[config.mk]
export PLATFORM = sky130hd
export DESIGN_NAME = compact_timer
export DESIGN_NICKNAME = d
export VERILOG_FILES = /design/src/common/compact_timer_pkg.sv /design/src/hdl/compact_timer.sv
export VERILOG_INCLUDE_DIRS = /design/src /design/src/common
export SDC_FILE = /design/constraint.sdc
export NUM_CORES = 1
export LEC_CHECK = 0
export BUFFER_PORTS_ARGS = -buffer_cell sky130_fd_sc_hd__buf_2
export CAP_MARGIN = 20
export CORE_MARGIN = 2
export CORE_UTILIZATION = 45
export CTS_BUF_LIST = sky130_fd_sc_hd__clkbuf_16
export DETAILED_ROUTE_END_ITERATION = 10
export PLACE_DENSITY = 0.66
export SLEW_MARGIN = 20
export SYNTH_ARGS = -nofsm -noshare
export SYNTH_HDL_FRONTEND = slang
export SYNTH_SLANG_ARGS = --single-unit
[constraint.sdc]
create_clock -name clock_i -period 2.93 [get_ports clock_i]
set_input_delay 0.293 -clock clock_i [delete_from_list [all_inputs] [get_ports clock_i]]
set_output_delay 0.293 -clock clock_i [all_outputs]
set_load 0.02 [all_outputs]
[src/common/compact_timer_map.svh]
// register offsets, field positions, reset values and timing constants of the compact timer
`ifndef COMPACT_TIMER_MAP_SVH
`define COMPACT_TIMER_MAP_SVH

`define OFS_CTRL0 8'h00
`define OFS_CTRL1 8'h04
`define OFS_CNT_LO 8'h08
`define OFS_CNT_HI 8'h0C
`define OFS_CMPA_LO 8'h10
`define OFS_CMPA_HI 8'h14
`define OFS_PIN_SEL 8'h18
`define OFS_IN_SEL 8'h1C
`define OFS_STATUS 8'h20

`define RST_BYTE 8'h00
`define FUNC_ALT 2'h3
`define PIN_SEL_MASK 8'hCF
`define IN_SEL_MASK 8'h03
`define CNT_MAX 10'h3FF
`define CNT_ZERO 10'h000

`define F_PAUSE 7
`define F_CKS_HI 6
`define F_CKS_LO 4
`define F_RUN 3
`define F_PER_HI 2
`define F_MODE_HI 7
`define F_MODE_LO 6
`define F_IO_HI 5
`define F_IO_LO 4
`define F_INIT 3
`define F_POL 2
`define F_CLRSEL 0
`define F_P7_HI 7
`define F_P7_LO 6
`define F_P5_HI 3
`define F_P5_LO 2
`define F_P4_HI 1
`define F_P4_LO 0
`define F_CKPIN 1
`define F_IRQPIN 0

// prescale dividers for the internal ratio sources
`define DIV_SYS4 6'h03
`define DIV_H16 6'h0F
`define DIV_H64 6'h3F

`define RESP_OKAY 2'h0
`define RESP_SLVERR 2'h2

`endif

[src/common/compact_timer_pkg.sv]
// types shared by the compact timer design
package compact_timer_pkg;
    typedef enum logic [2:0] {
        CK_SYS_DIV4, CK_SYS, CK_H_DIV16, CK_H_DIV64, CK_SUB_A, CK_SUB_B, CK_PIN_RISE, CK_PIN_FALL
    } count_clock_select_t;
    typedef enum logic [1:0] {
        MODE_COMPARE, MODE_UNDEF, MODE_PWM, MODE_TIMER
    } timer_mode_t;
endpackage : compact_timer_pkg

[src/hdl/compact_timer.sv]
// compact timer with byte-buffered counter access and pin routing, on an axi4-lite slave
//
// Behaviour
// pin7 carries timer output when field is 11
// pin-select bits 5 and 4 read zero
// pin5 goes to touch key one on 11
// pin4 goes to touch key four on 11
// ext clock from pin6, or pin0 when set
// ext irq from pin0, or pin6; upper zero
// counter equal comparator raises timer interrupt
// separate comparator A and P interrupts
// three-bit counter clock source select
// external clock pin, rising or falling edge
// compare mode drives output high, low, toggle
// pwm appears on output and inverted pin
// software selects pin function before use
// counter and compare A as byte pairs
// low write buffered, high write commits both
// high read latches low byte into buffer
// software keeps low/high access order
// 10-bit up counter with three clear causes
// period vs top three bits, A vs all
// external clock synchronised, edge detected
`timescale 1ns/1ps
`include "compact_timer_map.svh"

module compact_timer (
    input wire logic clock_i, // 200 mhz system clock
    input wire logic nrst_i, // async reset, active low
    input wire logic [7:0] s_axi_awaddr, // write address
    input wire logic s_axi_awvalid, // write address valid
    output logic s_axi_awready, // write address ready
    input wire logic [31:0] s_axi_wdata, // write data
    input wire logic [3:0] s_axi_wstrb, // write byte strobes
    input wire logic s_axi_wvalid, // write data valid
    output logic s_axi_wready, // write data ready
    output logic [1:0] s_axi_bresp, // write response
    output logic s_axi_bvalid, // write response valid
    input wire logic s_axi_bready, // write response ready
    input wire logic [7:0] s_axi_araddr, // read address
    input wire logic s_axi_arvalid, // read address valid
    output logic s_axi_arready, // read address ready
    output logic [31:0] s_axi_rdata, // read data
    output logic [1:0] s_axi_rresp, // read response
    output logic s_axi_rvalid, // read data valid
    input wire logic s_axi_rready, // read data ready
    input wire logic high_internal_clock_tick_i, // one-cycle tick of the internal high clock
    input wire logic sub_clock_tick_i, // one-cycle tick of the sub clock
    input wire logic port_pin0_i, // level on port pin 0
    input wire logic port_pin6_i, // level on port pin 6
    output logic port_pin7_timer_sel_o, // pin 7 carries timer_out
    output logic port_pin5_key_sel_o, // pin 5 is touch_key_one
    output logic port_pin4_key_sel_o, // pin 4 is touch_key_four
    output logic ext_irq_in_o, // routed external interrupt input
    output logic timer_out_o, // primary timer output
    output logic timer_out_n_o, // inverted timer output
    output logic irq_cmp_a_o, // comparator A match pulse
    output logic irq_cmp_p_o // comparator P match or counter overflow pulse
);

    logic [7:0] ctrl0_r;
    logic [7:0] ctrl1_r;
    logic [7:0] pin_function_select_upper_r;
    logic [7:0] input_source_select_r;
    logic [9:0] count_r;
    logic [9:0] compare_a_value_r;
    logic [7:0] byte_buf_r;
    logic [5:0] prescale_r;
    logic [2:0] ext_sync_r;
    logic run_d_r;
    logic out_r;
    logic aw_hold_r;
    logic w_hold_r;
    logic [7:0] awaddr_r;
    logic [31:0] wdata_r;
    logic [3:0] wstrb_r;
    logic tick;
    logic ext_pin;
    logic match_a;
    logic match_p;
    logic overflow;
    logic run_rise;
    logic wr_fire;
    logic rd_fire;
    logic [2:0] period_compare_value;
    compact_timer_pkg::count_clock_select_t count_clock_select;
    compact_timer_pkg::timer_mode_t mode;

    // true when a two-bit pin field selects the alternate function
    function automatic logic is_alt(input logic [1:0] field);
        return field == `FUNC_ALT;
    endfunction : is_alt

    assign count_clock_select = compact_timer_pkg::count_clock_select_t'(ctrl0_r[`F_CKS_HI:`F_CKS_LO]);
    assign mode = compact_timer_pkg::timer_mode_t'(ctrl1_r[`F_MODE_HI:`F_MODE_LO]);
    assign period_compare_value = ctrl0_r[`F_PER_HI:0];

    // pin routing of the clock input, pin0 or pin6
    assign ext_pin = input_source_select_r[`F_CKPIN] ? port_pin0_i : port_pin6_i;

    // two-stage synchroniser plus one edge history stage; stage 0 feeds only stage 1
    always_ff @(posedge clock_i or negedge nrst_i) begin
        if (!nrst_i) begin
            ext_sync_r <= 3'h0;
        end else begin
            ext_sync_r <= {ext_sync_r[1:0], ext_pin};
        end
    end

    // free prescaler for the fractional internal sources
    always_ff @(posedge clock_i or negedge nrst_i) begin
        if (!nrst_i) begin
            prescale_r <= 6'h00;
        end else if (count_clock_select == compact_timer_pkg::CK_SYS_DIV4) begin
            prescale_r <= prescale_r + 6'h01;
        end else if (high_internal_clock_tick_i) begin
            prescale_r <= prescale_r + 6'h01;
        end
    end

    // count enable from the selected source
    always_comb begin
        case (count_clock_select)
            compact_timer_pkg::CK_SYS_DIV4: tick = (prescale_r[1:0] == 2'(`DIV_SYS4));
            compact_timer_pkg::CK_SYS: tick = 1'b1;
            compact_timer_pkg::CK_H_DIV16: tick = high_internal_clock_tick_i && (prescale_r[3:0] == 4'(`DIV_H16));
            compact_timer_pkg::CK_H_DIV64: tick = high_internal_clock_tick_i && (prescale_r == `DIV_H64);
            compact_timer_pkg::CK_SUB_A, compact_timer_pkg::CK_SUB_B: tick = sub_clock_tick_i;
            compact_timer_pkg::CK_PIN_RISE: tick = ext_sync_r[1] && !ext_sync_r[2];
            compact_timer_pkg::CK_PIN_FALL: tick = !ext_sync_r[1] && ext_sync_r[2];
            default: tick = 1'b0;
        endcase
    end

    // comparators; period 000 means full 1024-count overflow
    assign match_a = tick && (count_r == compare_a_value_r);
    assign match_p = tick && (period_compare_value != 3'h0)
        && (count_r[9:7] == period_compare_value) && (count_r[6:0] == 7'h00);
    assign overflow = tick && (count_r == `CNT_MAX);
    assign run_rise = ctrl0_r[`F_RUN] && !run_d_r;

    always_ff @(posedge clock_i or negedge nrst_i) begin
        if (!nrst_i) begin
            run_d_r <= 1'b0;
        end else begin
            run_d_r <= ctrl0_r[`F_RUN];
        end
    end

    // main 10-bit up counter; pause and off both hold the residual value
    always_ff @(posedge clock_i or negedge nrst_i) begin
        if (!nrst_i) begin
            count_r <= `CNT_ZERO;
        end else if (run_rise) begin
            count_r <= `CNT_ZERO;
        end else if (ctrl0_r[`F_RUN] && !ctrl0_r[`F_PAUSE] && tick) begin
            if (overflow || (ctrl1_r[`F_CLRSEL] ? match_a : match_p)) begin
                count_r <= `CNT_ZERO;
            end else begin
                count_r <= count_r + 10'h001;
            end
        end
    end

    // interrupt pulses, one per comparator
    always_ff @(posedge clock_i or negedge nrst_i) begin
        if (!nrst_i) begin
            irq_cmp_a_o <= 1'b0;
            irq_cmp_p_o <= 1'b0;
        end else begin
            irq_cmp_a_o <= ctrl0_r[`F_RUN] && !ctrl0_r[`F_PAUSE] && match_a;
            irq_cmp_p_o <= ctrl0_r[`F_RUN] && !ctrl0_r[`F_PAUSE] && (match_p || overflow);
        end
    end

    // output stage; pwm active while count below compare A, inactive from A up to period
    always_ff @(posedge clock_i or negedge nrst_i) begin
        if (!nrst_i) begin
            out_r <= 1'b0;
        end else if (run_rise) begin
            out_r <= ctrl1_r[`F_INIT];
        end else if (mode == compact_timer_pkg::MODE_COMPARE && match_a && ctrl0_r[`F_RUN]) begin
            case (ctrl1_r[`F_IO_HI:`F_IO_LO])
                2'h1: out_r <= 1'b0;
                2'h2: out_r <= 1'b1;
                2'h3: out_r <= !out_r;
                default: out_r <= out_r;
            endcase
        end else if (mode == compact_timer_pkg::MODE_PWM) begin
            case (ctrl1_r[`F_IO_HI:`F_IO_LO])
                2'h0: out_r <= !ctrl1_r[`F_INIT];
                2'h1: out_r <= ctrl1_r[`F_INIT];
                2'h2: out_r <= (count_r < compare_a_value_r) ? ctrl1_r[`F_INIT] : !ctrl1_r[`F_INIT];
                default: out_r <= out_r;
            endcase
        end
    end

    // pins; polarity bit inverts the pair, pin functions decoded from the select fields
    always_ff @(posedge clock_i or negedge nrst_i) begin
        if (!nrst_i) begin
            timer_out_o <= 1'b0;
            timer_out_n_o <= 1'b1;
            port_pin7_timer_sel_o <= 1'b0;
            port_pin5_key_sel_o <= 1'b0;
            port_pin4_key_sel_o <= 1'b0;
            ext_irq_in_o <= 1'b0;
        end else begin
            timer_out_o <= out_r ^ ctrl1_r[`F_POL];
            timer_out_n_o <= !(out_r ^ ctrl1_r[`F_POL]);
            port_pin7_timer_sel_o <= is_alt(pin_function_select_upper_r[`F_P7_HI:`F_P7_LO]);
            port_pin5_key_sel_o <= is_alt(pin_function_select_upper_r[`F_P5_HI:`F_P5_LO]);
            port_pin4_key_sel_o <= is_alt(pin_function_select_upper_r[`F_P4_HI:`F_P4_LO]);
            ext_irq_in_o <= input_source_select_r[`F_IRQPIN] ? port_pin6_i : port_pin0_i;
        end
    end

    // axi write channel capture; address and data accepted in either order
    assign wr_fire = aw_hold_r && w_hold_r && !s_axi_bvalid;
    always_ff @(posedge clock_i or negedge nrst_i) begin
        if (!nrst_i) begin
            aw_hold_r <= 1'b0;
            w_hold_r <= 1'b0;
            awaddr_r <= 8'h00;
            wdata_r <= 32'h0000_0000;
            wstrb_r <= 4'h0;
            s_axi_bvalid <= 1'b0;
            s_axi_bresp <= `RESP_OKAY;
        end else begin
            if (s_axi_awvalid && s_axi_awready) begin
                aw_hold_r <= 1'b1;
                awaddr_r <= s_axi_awaddr;
            end
            if (s_axi_wvalid && s_axi_wready) begin
                w_hold_r <= 1'b1;
                wdata_r <= s_axi_wdata;
                wstrb_r <= s_axi_wstrb;
            end
            if (wr_fire) begin
                aw_hold_r <= 1'b0;
                w_hold_r <= 1'b0;
                s_axi_bvalid <= 1'b1;
                s_axi_bresp <= (awaddr_r[7:2] > `OFS_STATUS >> 2 || awaddr_r[1:0] != 2'h0) ? `RESP_SLVERR : `RESP_OKAY;
            end else if (s_axi_bvalid && s_axi_bready) begin
                s_axi_bvalid <= 1'b0;
            end
        end
    end
    assign s_axi_awready = !aw_hold_r && !s_axi_bvalid;
    assign s_axi_wready = !w_hold_r && !s_axi_bvalid;

    // register writes; only byte lane 0 carries data
    always_ff @(posedge clock_i or negedge nrst_i) begin
        if (!nrst_i) begin
            ctrl0_r <= `RST_BYTE;
            ctrl1_r <= `RST_BYTE;
            pin_function_select_upper_r <= `RST_BYTE;
            input_source_select_r <= `RST_BYTE;
            compare_a_value_r <= `CNT_ZERO;
        end else if (wr_fire && wstrb_r[0]) begin
            case (awaddr_r)
                `OFS_CTRL0: ctrl0_r <= wdata_r[7:0];
                `OFS_CTRL1: ctrl1_r <= wdata_r[7:0];
                `OFS_PIN_SEL: pin_function_select_upper_r <= wdata_r[7:0] & `PIN_SEL_MASK;
                `OFS_IN_SEL: input_source_select_r <= wdata_r[7:0] & `IN_SEL_MASK;
                `OFS_CMPA_HI: compare_a_value_r <= {wdata_r[1:0], byte_buf_r};
                default: ;
            endcase
        end
    end

    // shared 8-bit low byte buffer; low write fills it, high read latches it
    assign rd_fire = s_axi_arvalid && s_axi_arready;
    always_ff @(posedge clock_i or negedge nrst_i) begin
        if (!nrst_i) begin
            byte_buf_r <= `RST_BYTE;
        end else if (wr_fire && wstrb_r[0] && awaddr_r == `OFS_CMPA_LO) begin
            byte_buf_r <= wdata_r[7:0];
        end else if (rd_fire && s_axi_araddr == `OFS_CNT_HI) begin
            byte_buf_r <= count_r[7:0];
        end else if (rd_fire && s_axi_araddr == `OFS_CMPA_HI) begin
            byte_buf_r <= compare_a_value_r[7:0];
        end
    end

    // read channel; one cycle from address to data
    always_ff @(posedge clock_i or negedge nrst_i) begin
        if (!nrst_i) begin
            s_axi_rvalid <= 1'b0;
            s_axi_rdata <= 32'h0000_0000;
            s_axi_rresp <= `RESP_OKAY;
        end else if (rd_fire) begin
            s_axi_rvalid <= 1'b1;
            s_axi_rresp <= `RESP_OKAY;
            case (s_axi_araddr)
                `OFS_CTRL0: s_axi_rdata <= {24'h000000, ctrl0_r};
                `OFS_CTRL1: s_axi_rdata <= {24'h000000, ctrl1_r};
                `OFS_CNT_LO, `OFS_CMPA_LO: s_axi_rdata <= {24'h000000, byte_buf_r};
                `OFS_CNT_HI: s_axi_rdata <= {30'h00000000, count_r[9:8]};
                `OFS_CMPA_HI: s_axi_rdata <= {30'h00000000, compare_a_value_r[9:8]};
                `OFS_PIN_SEL: s_axi_rdata <= {24'h000000, pin_function_select_upper_r};
                `OFS_IN_SEL: s_axi_rdata <= {24'h000000, input_source_select_r};
                `OFS_STATUS: s_axi_rdata <= {21'h0, out_r, count_r};
                default: begin
                    s_axi_rdata <= 32'h0000_0000;
                    s_axi_rresp <= `RESP_SLVERR;
                end
            endcase
        end else if (s_axi_rvalid && s_axi_rready) begin
            s_axi_rvalid <= 1'b0;
        end
    end
    assign s_axi_arready = !s_axi_rvalid;

endmodule : compact_timer

# Word-level counts from Yosys, hierarchy flattened
# Cells that the tools add are included.
# word_totals
reg_bits	128
in_bits	63
output_inout_bits	49
# op_classes
add_sub_neg	2
magnitude_cmp	2
n_eq_ne	34
muxes	29
n_bitwise	1
n_reduce_logical	69
# op_table
operator	n
11-bit one-hot mux with 8 select lines	1
8-bit by 5-bit equality test with 1-bit output, second input constant	8
10-bit 2-to-1 mux	3
1-bit logical AND	29
8-bit 2-to-1 mux	3
8-bit by 3-bit equality test with 1-bit output, second input constant	2
8-bit by 4-bit equality test with 1-bit output, second input constant	2
8-bit logical NOT	2
1-bit 2-to-1 mux	15
2-bit equality test, second input constant	7
2-bit nonzero test	7
3-bit equality test, second input constant	4
6-bit 2-to-1 mux	2
1-bit logical NOT	11
10-bit by 1-bit adder with 10-bit output, second input constant	1
10-bit equality test	1
10-bit equality test, second input constant	1
10-bit less-than comparator	1
2-bit AND reduction	5
3-bit nonzero test	3
9-bit OR reduction	1
8-bit by 6-bit equality test with 1-bit output, second input constant	1
7-bit logical NOT	1
1-bit one-hot mux with 7 select lines	1
other kinds (18)	25

# Depth between registers and ports, before layout
# Gate-level depths: netlist of the first run.
# depth
depth_word	11
depth_mapped	9

# Least setup slack after synthesis of the first run
# No wires, ideal clock.
# synth_path
kind	reg-to-reg
start	register awaddr_r[1]
end	register pin_function_select_upper_r[0]
setup_time_ns	0.125
t_arrival_ns	1.973
t_required_ns	2.805
slack_ns	0.832
stages_incl_launch_ff	6
n_path_buf	0
period_less_slack_ns	2.098
cell_sequence	dfrtp_1 or4_4 nor4b_4 nand2_2 nor3b_4 mux2_2
# synth_between
elab_chain_len	2
# synth_lines
item	line	source
start: declaration	compact_timer.sv:74	logic [7:0] awaddr_r;
start signal: assignment	compact_timer.sv:232	awaddr_r <= s_axi_awaddr;
8-bit by 5-bit equality test with 1-bit output	compact_timer.sv:261	case (awaddr_r)
2-bit AND reduction (no source line)	--	
end signal: assignment	compact_timer.sv:257	pin_function_select_upper_r <= `RST_BYTE;
end signal: assignment	compact_timer.sv:264	`OFS_PIN_SEL: pin_function_select_upper_r <= wdata_r[7:0] & `PIN_SEL_MASK;
end: declaration	compact_timer.sv:63	logic [7:0] pin_function_select_upper_r;
# Every way passes these cells.
# A chain may end at the register's enable or synchronous reset.

# Worst setup path in the final report of the first run
# layout_path
start	register count_r[9]
end	register out_r
# layout_between
elab_chain_len	6
word_cells_on_any_way	14
classes_between	1 x order compare; 2 x eq/ne; 5 x mux; 6 x reduce/logical
# layout_lines
item	line	source
start: declaration	compact_timer.sv:65	logic [9:0] count_r;
start signal: assignment	compact_timer.sv:153	count_r <= `CNT_ZERO;
start signal: assignment	compact_timer.sv:155	count_r <= `CNT_ZERO;
start signal: assignment	compact_timer.sv:158	count_r <= `CNT_ZERO;
10-bit less-than comparator / 10-bit equality test (equally long branches)	compact_timer.sv:193, compact_timer.sv:136	
1-bit 2-to-1 mux / 1-bit logical AND (equally long branches)	compact_timer.sv:193, compact_timer.sv:136	
1-bit one-hot mux with 3 select lines / 1-bit logical AND (equally long branches)	compact_timer.sv:190, compact_timer.sv:182	
1-bit 2-to-1 mux / 1-bit logical AND (equally long branches)	compact_timer.sv:189, compact_timer.sv:182	
1-bit 2-to-1 mux (tied with other cells)	compact_timer.sv:182	end else if (mode == compact_timer_pkg::MODE_COMPARE && match_a && ctrl0_r[`F_RUN]) begin
1-bit 2-to-1 mux / 3-bit AND reduction (equally long branches)	--	
end signal: assignment	compact_timer.sv:181	out_r <= ctrl1_r[`F_INIT];
end signal: assignment	compact_timer.sv:191	2'h0: out_r <= !ctrl1_r[`F_INIT];
end signal: assignment	compact_timer.sv:192	2'h1: out_r <= ctrl1_r[`F_INIT];
end: declaration	compact_timer.sv:71	logic out_r;
# Parallel ways exist; a longest one is shown, timed or not. The select of a mux whose other input is x is not followed.

==> summary.md, run 1 <==
| Metric | Value |
|---|---|
| Max Cap Viol | `0` |
| N_diodes | `0` |
| Worst-Margin Slew | `0.702 ns` |
| Sink of the worst hold path | `s_axi_bvalid$_DFFE_PN0P_` |
| Die width | `114 microns` |
| Path type of the worst min-delay path | `input pin to flop` |
| CTS clk-pin slew, worst paths | `0.08 ns` |
| Worst path top cell family by delay | `compound AO/OA/AOI/OAI gates` |
| Switching Share | `32.5%` |
| Hold_sp | `s_axi_bready` |
| Total GRT Usage | `20.0%` |
| Setup tns final | `0 ns` |
| Critical path data required time | `3.20 ns` |
| Congestion Overflow GR | `0` |
| Layout area overhead | `13.1%` |
| Routed WL | `12200 microns` |
| H-tree Lvls | `3` |
| Worst EP arrival | `2.61 ns` |
| CP max FO | `9` |
| Reg-to-Reg End | `out_r$_DFFE_PN0P_` |
| CTS tree | `built` |
| Worst path max stage delay | `0.51 ns` |
| Worst r2r src | `count_r[9]$_DFFE_PN0P_` |
| Clk pwr share | `29.0%` |
| Post-synthesis sequential area ratio | `47.9%` |
| Clock Tree Root | `clkbuf_16` |
| Yosys top cell area share | `47.5%` |
| First-pass GRT wire length | `20100 microns` |
| Combinational share of power | `20.8%` |
| Initial DRC Count | `233` |
| Post-Syn Area | `5480 sq um` |
| Row cnt | `40` |
| CP Launch Type | `flop` |
| Post-synth EDFFs | `0` |
| Sw power | `1.32 mW` |
| Crit path time final | `2.34 ns` |
| Worst clock skew | `0.00829 ns` |
| Area contributors post-synth | `dfrtp_1, mux2_2, ha_1` |
| Sequential share of power | `50.3%` |
| Pwr dens | `655 nW/um^2` |
| Max-slew headroom | `52.8%` |
| Skew-Pair Late Insertion Delay | `0.36 ns` |
| Mean Syn Cell Area | `11.1 sq um` |
| Crit path capture type | `flop` |
| CTS Buffer Depth | `2` |
| Core ar. | `12000 sq um` |
| Leakage | `3.00 nW` |
| Final period util | `79.8%` |
| Detailed placer's ending HPWL | `9140 microns` |
| Crit Path Class | `flop to flop` |
| Final Hold Viols | `0` |
| Clock sink count | `105` |
| Int Power | `2.74 mW` |
| Largest net degree at the start of global routing | `62` |
| Commonest non-fill, non-tap cells in the layout | `dfrtp_1, mux2_2, buf_2, nand2_1, o21ai_0` |
| Maximum VDD drop | `0.000397 V` |
| Hold Path Stages | `2` |
| YS warnings | `0` |
| Final antenna-violating net count | `0` |
| Vias/cell | `5.53` |
| Initial antenna violation count | `0` |
| I/O Buffers | `61` |
| Gate count after technology mapping | `494` |
| Unrepaired setup endpoints after global routing | `false` |
| Global placement routability congestion | `0.965` |
| Multi-input logic area | `2600 sq um` |
| FFs w/ async S/R, synth | `100%` |
| Starting Density | `45.8%` |
| Most common cell after layout, fill and taps aside | `dfrtp_1` |
| Share of cells above drive strength 1 | `29.7%` |
| Status | `finished clean` |
| CTS resizes | `0` |
| Buffer and inverter count on the worst path | `1` |
| Overall die height | `114 microns` |
| Main synth FF type | `dfrtp_1` |
| Final Slew Violations | `0` |
| Slowest cell on the critical path | `dfrtp_1` |
| Fmax | `428 MHz` |
| TritonRoute pass-1 iters | `4` |
| # Post-CTS Setup Buffers | `0` |
| Post-CTS Hold Fix Bufs | `1` |
| Final setup viols | `0` |
| R2R cell count | `8` |
| Reg-to-reg slack, setup | `0.59 ns` |
| Synthesized flop and latch total | `105` |
| Io pins | `112` |
| Detailed-route via count | `3937` |
| Fill cells | `1058` |
| CP cell instances | `ha_1 > and4_1 > o211a_1 > a2111oi_0 > buf_4 > mux2i_1 > a21oi_1 > o211ai_1` |
| # nets final | `640` |
| DIE AREA | `13100 sq um` |
| Total power | `4.06 mW` |
| Vias in the first global route | `3879` |
| CTS Buf Count | `9` |
| Register Area | `2630 sq um` |
| Routed length per instance | `17.1 microns` |
| Yosys cell types | `62` |
| Drt drc | `0` |
| Synth area leader | `dfrtp_1` |
## logic make-up after synthesis
kind of cell / Yosys count / synth area share (%)
compound gates: 88 / 10.3
xor+xnor: 9 / 1.44
fa+ha+maj: 17 / 3.88
buf+inv: 65 / 6.21
flops: 105 / 47.9
mux: 79 / 16.2
other cells: 1 / 0.0684
simple gates: 130 / 14.0
## sequential cells by signal, indices dropped and copies added, names as in the netlist, 2 cells and up
signal / flops
s_axi_rdata: 11
compare_a_value_r: 10
count_r: 10
awaddr_r: 8
byte_buf_r: 8
ctrl0_r: 8
ctrl1_r: 8
wdata_r: 8
pin_function_select_upper_r: 6
prescale_r: 6
ext_sync_r: 3
input_source_select_r: 2
## how the worst max path moves through the flow
stage / to / slack, ns / startpoint / cells after the start
2_1_floorplan: pin_function_select_upper_r[0]$_DFFE_PN0P_ / 0.83 / awaddr_r[1]$_DFFE_PN0P_ / 5
3_3_place_gp: byte_buf_r[4]$_DFFE_PN0P_ / 0.62 / s_axi_araddr[5] / 7
3_5_place_dp: byte_buf_r[5]$_DFFE_PN0P_ / 0.60 / s_axi_araddr[5] / 7
4_1_cts: out_r$_DFFE_PN0P_ / 0.59 / count_r[9]$_DFFE_PN0P_ / 8
5_1_grt: out_r$_DFFE_PN0P_ / 0.37 / count_r[9]$_DFFE_PN0P_ / 8
6_report: out_r$_DFFE_PN0P_ / 0.59 / count_r[9]$_DFFE_PN0P_ / 8
## power by group through the flow
| stage | Combinational [mW] | Sequential (mW) | Clock, mW |
|---|---|---|---|
| 2_1_floorplan | 0.662 | 1.98 | 0 |
| 3_3_place_gp | 0.820 | 2.05 | 0 |
| 3_5_place_dp | 0.854 | 2.07 | 0 |
| 4_1_cts | 0.856 | 2.05 | 1.20 |
| 5_1_grt | 0.946 | 2.09 | 1.26 |
| 6_report | 0.843 | 2.04 | 1.18 |
## metrics by stage
step	worst slack (ns)	instance area (sq um)	hold WS, ns	std cells	utilization [%]
2_1_floorplan	0.832	5570	-0.00259	516	-
6_report	0.592	6200	0.119	712	51.9
3_3_place_gp	0.624	5910	0.340	695	49.4
3_5_place_dp	0.603	5910	0.338	695	49.4
5_1_grt	0.374	6200	0.116	712	51.9
4_1_cts	0.594	6200	0.115	712	51.9
## synthesized netlist by cell type, types with 2 or more instances
| cell type | n |
|---|---|
| a221oi_1 | 7 |
| o21a_1 | 3 |
| mux2_2 | 66 |
| nor3b_1 | 7 |
| a32oi_1 | 2 |
| nor2_1 | 19 |
| xnor2_1 | 6 |
| xor2_1 | 3 |
| dfrtp_1 | 104 |
| mux2i_1 | 11 |
| and3_1 | 10 |
| nand2_2 | 2 |
| nor3_1 | 3 |
| nor3_4 | 2 |
| nand2_1 | 37 |
| inv_1 | 25 |
| ha_1 | 17 |
| a21o_1 | 10 |
| a22oi_1 | 3 |
| or3_1 | 2 |
| nand3_1 | 10 |
| a31oi_1 | 3 |
| o221ai_1 | 2 |
| and4_1 | 3 |
| o2bb2ai_1 | 2 |
| o211ai_1 | 2 |
| buf_2 | 4 |
| o21ai_0 | 36 |
| clkbuf_1 | 11 |
| buf_4 | 24 |
| and2_1 | 7 |
| nor2b_1 | 3 |
| a21oi_1 | 9 |
| nand4b_1 | 3 |
| nand4_1 | 9 |
## layer usage
layer,routed length [microns],global-route usage [%],vias up
met5,0,0,-
met4,214,6.59,0
met3,650,4.45,18
met2,5940,32.7,140
met1,5410,26.4,1923
li1,-,-,1856
## area by class of cell
type / instances / area share (%)
clock buffers: 9 / 3.63
clock inverters: 7 / 0.989
inverters: 25 / 1.51
multi-input cells: 346 / 41.9
flip-flops and latches: 105 / 42.4
well taps: 147 / 2.97
repair buffers: 73 / 6.66
Power figures use the tool's default switching activity.
==> run 2, diff against run 1 <==
ABC_AREA = 1   (was not set)
PLACE_DENSITY = 0.68   (was 0.66)
clock period = 1.9 ns   (was 2.93 ns; I/O delays follow)
==> run 2 against run 1 <==
Sequential share of layout area decreased by 2.7 points. Die area increased by 2.8%. Highest routed layer unchanged. Critical path type unchanged. Power increased by 57%. The run now ends with negative setup slack left. Clock skew decreased by 0.0021 ns.
==> summary.md, run 2 <==
| Metric | Value |
|---|---|
| Worst clock skew | `0.00622 ns` |
| Most numerous cell in the Yosys netlist | `nand2_1` |
| Initial DRC Count | `321` |
| Layout Cells excl Fill | `949` |
| Initial antenna violation count | `0` |
| CP Launch Type | `flop` |
| Worst-Margin Slew | `0.531 ns` |
| First-pass GRT wire length | `23200 microns` |
| Crit Path Class | `flop to flop` |
| Detailed placer's ending HPWL | `11000 microns` |
| CTS Buf Count | `9` |
| DIE AREA | `13400 sq um` |
| YS warnings | `0` |
| Global placement routability congestion | `0.918` |
| Crit path time final | `1.91 ns` |
| Vias in the first global route | `4616` |
| TritonRoute pass-1 iters | `5` |
| Share of cells above drive strength 1 | `22.5%` |
| Final antenna-violating net count | `0` |
| Largest net degree at the start of global routing | `77` |
| CP max FO | `10` |
| Synthesized flop and latch total | `105` |
| Max Cap Viol | `0` |
| Area contributors post-synth | `dfrtp_1, nand2_1, inv_1` |
| Leakage | `3.36 nW` |
| N_diodes | `0` |
| Worst Setup SP | `count_r[2]$_DFFE_PN0P_` |
| Final Slew Violations | `0` |
| FFs w/ async S/R, synth | `100%` |
| I/O Buffers | `61` |
| Maximum VDD drop | `0.000711 V` |
| Worst r2r src | `count_r[2]$_DFFE_PN0P_` |
| Yosys top cell area share | `46.1%` |
| Post-Place Cells | `927` |
| Die width | `116 microns` |
| Commonest cells post-synth | `nand2_1, dfrtp_1, inv_1` |
| Post-Syn Area | `5640 sq um` |
| Max-slew headroom | `64.5%` |
| Max reg flops | `11` |
| Crit path capture type | `flop` |
| Unrepaired setup endpoints after global routing | `true` |
| Final period util | `101%` |
| Vias/cell | `5.02` |
| Worst EP arrival | `2.16 ns` |
| Top Registers | `s_axi_rdata: 11 flops, compare_a_value_r: 10 flops, count_r: 10 flops` |
| Final setup viols | `1` |
| Worst setup margin | `-0.0148 ns` |
| Total GRT Usage | `22.5%` |
| Yosys cell types | `44` |
| Post-synth EDFFs | `0` |
| Final Hold Viols | `0` |
| CTS clk-pin slew, worst paths | `0.08 ns` |
| CTS Buffer Depth | `2` |
| Drt drc | `0` |
| Clock sink count | `105` |
| Biggest register | `s_axi_rdata` |
| Failing checks | `negative setup slack` |
| Post-synthesis sequential area ratio | `46.6%` |
| Status | `finished with violations` |
| Hold Path Stages | `2` |
| Main synth FF type | `dfrtp_1` |
| Final Hold Slack | `0.0118 ns` |
| Commonest non-fill, non-tap cells in the layout | `nand2_1, dfrtp_1, inv_1, buf_2, o21ai_0` |
| Clock Tree Root | `clkbuf_16` |
| Path type of the worst min-delay path | `input pin to flop` |
| Sink of the worst hold path | `s_axi_bvalid$_DFFE_PN0P_` |
| Detailed-route via count | `4766` |
| Routed length per instance | `15.1 microns` |
| H-tree Lvls | `3` |
| Congestion Overflow GR | `0` |
| Reg-to-Reg End | `count_r[7]$_DFFE_PN0P_` |
| CTS tree | `built` |
| Starting Density | `46.6%` |
| Io pins | `112` |
| Critical path data required time | `2.14 ns` |
| Row cnt | `40` |
| Mean Syn Cell Area | `8.30 sq um` |
| Core ar. | `12100 sq um` |
| Layout area overhead | `17.5%` |
| Pwr dens | `963 nW/um^2` |
| Most common cell after layout, fill and taps aside | `nand2_1` |
| Routed WL | `14300 microns` |
| Hold_sp | `s_axi_bready` |
| # nets final | `856` |
| Reg-to-reg slack, setup | `-0.01 ns` |
| Skew-Pair Late Insertion Delay | `0.36 ns` |
| Fmax | `522 MHz` |
| Gate count after technology mapping | `680` |
| Synth area leader | `dfrtp_1` |
| Overall die height | `116 microns` |
| R2R cell count | `8` |
## run 2: final cells by class
class,count,area (sq um)
clock buffers,9,225
clock inverters,7,72.6
fillers,1166,5480
inverters,98,368
multi-input cells,466,2540
flip-flops and latches,105,2630
well taps,168,210
repair buffers,96,586
## run 2: routing by layer
metal / part of all wire (%) / vias up / global-route usage (%)
met5: 0 / - / 0
met4: 2.8 / 0 / 8.81
met3: 5.2 / 25 / 3.19
met2: 45 / 163 / 35.8
met1: 47 / 2218 / 31.5
li1: - / 2360 / -
## run 2: how the worst max path moves through the flow
stage,end,slack [ns],cells after the start
detailed placement,out_r$_DFFE_PN0P_,-0.08,11
floorplan,out_r$_DFFE_PN0P_,0.21,10
global route,out_r$_DFFE_PN0P_,-0.09,10
finish,count_r[7]$_DFFE_PN0P_,-0.01,8
CTS,out_r$_DFFE_PN0P_,-0.03,10
global placement,out_r$_DFFE_PN0P_,-0.01,11
## run 2: where the power goes
part / leakage, nW / switching (mW) / total, mW / internal (mW)
sequential: 1.34 / 0.334 / 2.98 / 2.65
clock: 0.146 / 0.936 / 1.86 / 0.927
combinational: 1.87 / 0.990 / 1.54 / 0.549
total: 3.36 / 2.26 / 6.39 / 4.13
## run 2: repair_timing
action	in CTS	in global routing
pin swaps	4	7
buffers inserted	2	2
hold buffers	1	0
setup endpoints to repair	11	11
gates cloned	0	1
hold endpoints to repair	104	0
resized for setup	3	9
## run 2: logic make-up (layout without fill, tap and decap cells)
kind of cell	count (synthesis)	count (layout)	share of synthesized area, %
other cells	1	23	0.0665
compound gates	117	117	13.1
xor+xnor	8	8	1.24
mux	7	7	1.40
buf+inv	132	210	10.7
flops	105	105	46.6
simple gates	293	294	23.1
fa+ha+maj	17	17	3.77
## run 2: per-stage QoR
| stage | setup TNS (ns) | setup slack [ns] | util, % | cell area (sq um) | power (mW) |
|---|---|---|---|---|---|
| floorplan | 0 | 0.213 | - | 5720 | 4.01 |
| global placement | -0.0148 | -0.0148 | 51.6 | 6250 | 4.46 |
| detailed placement | -0.423 | -0.0831 | 51.6 | 6250 | 4.53 |
| CTS | -0.0328 | -0.0328 | 54.3 | 6580 | 6.40 |
| global route | -0.790 | -0.0875 | 54.8 | 6630 | 6.73 |
| finish | -0.0148 | -0.0148 | 54.8 | 6630 | 6.39 |
## run 2: critical path, stage by stage, from the launching register on
cell and delay (ns):
dfrtp_1 0.43, ha_1 0.29, nand2_1 0.06, nor2_2 0.14
nand4_1 0.23, a21oi_1 0.25, nand2_2 0.18, nand3_1 0.15
nand2_1 0.06
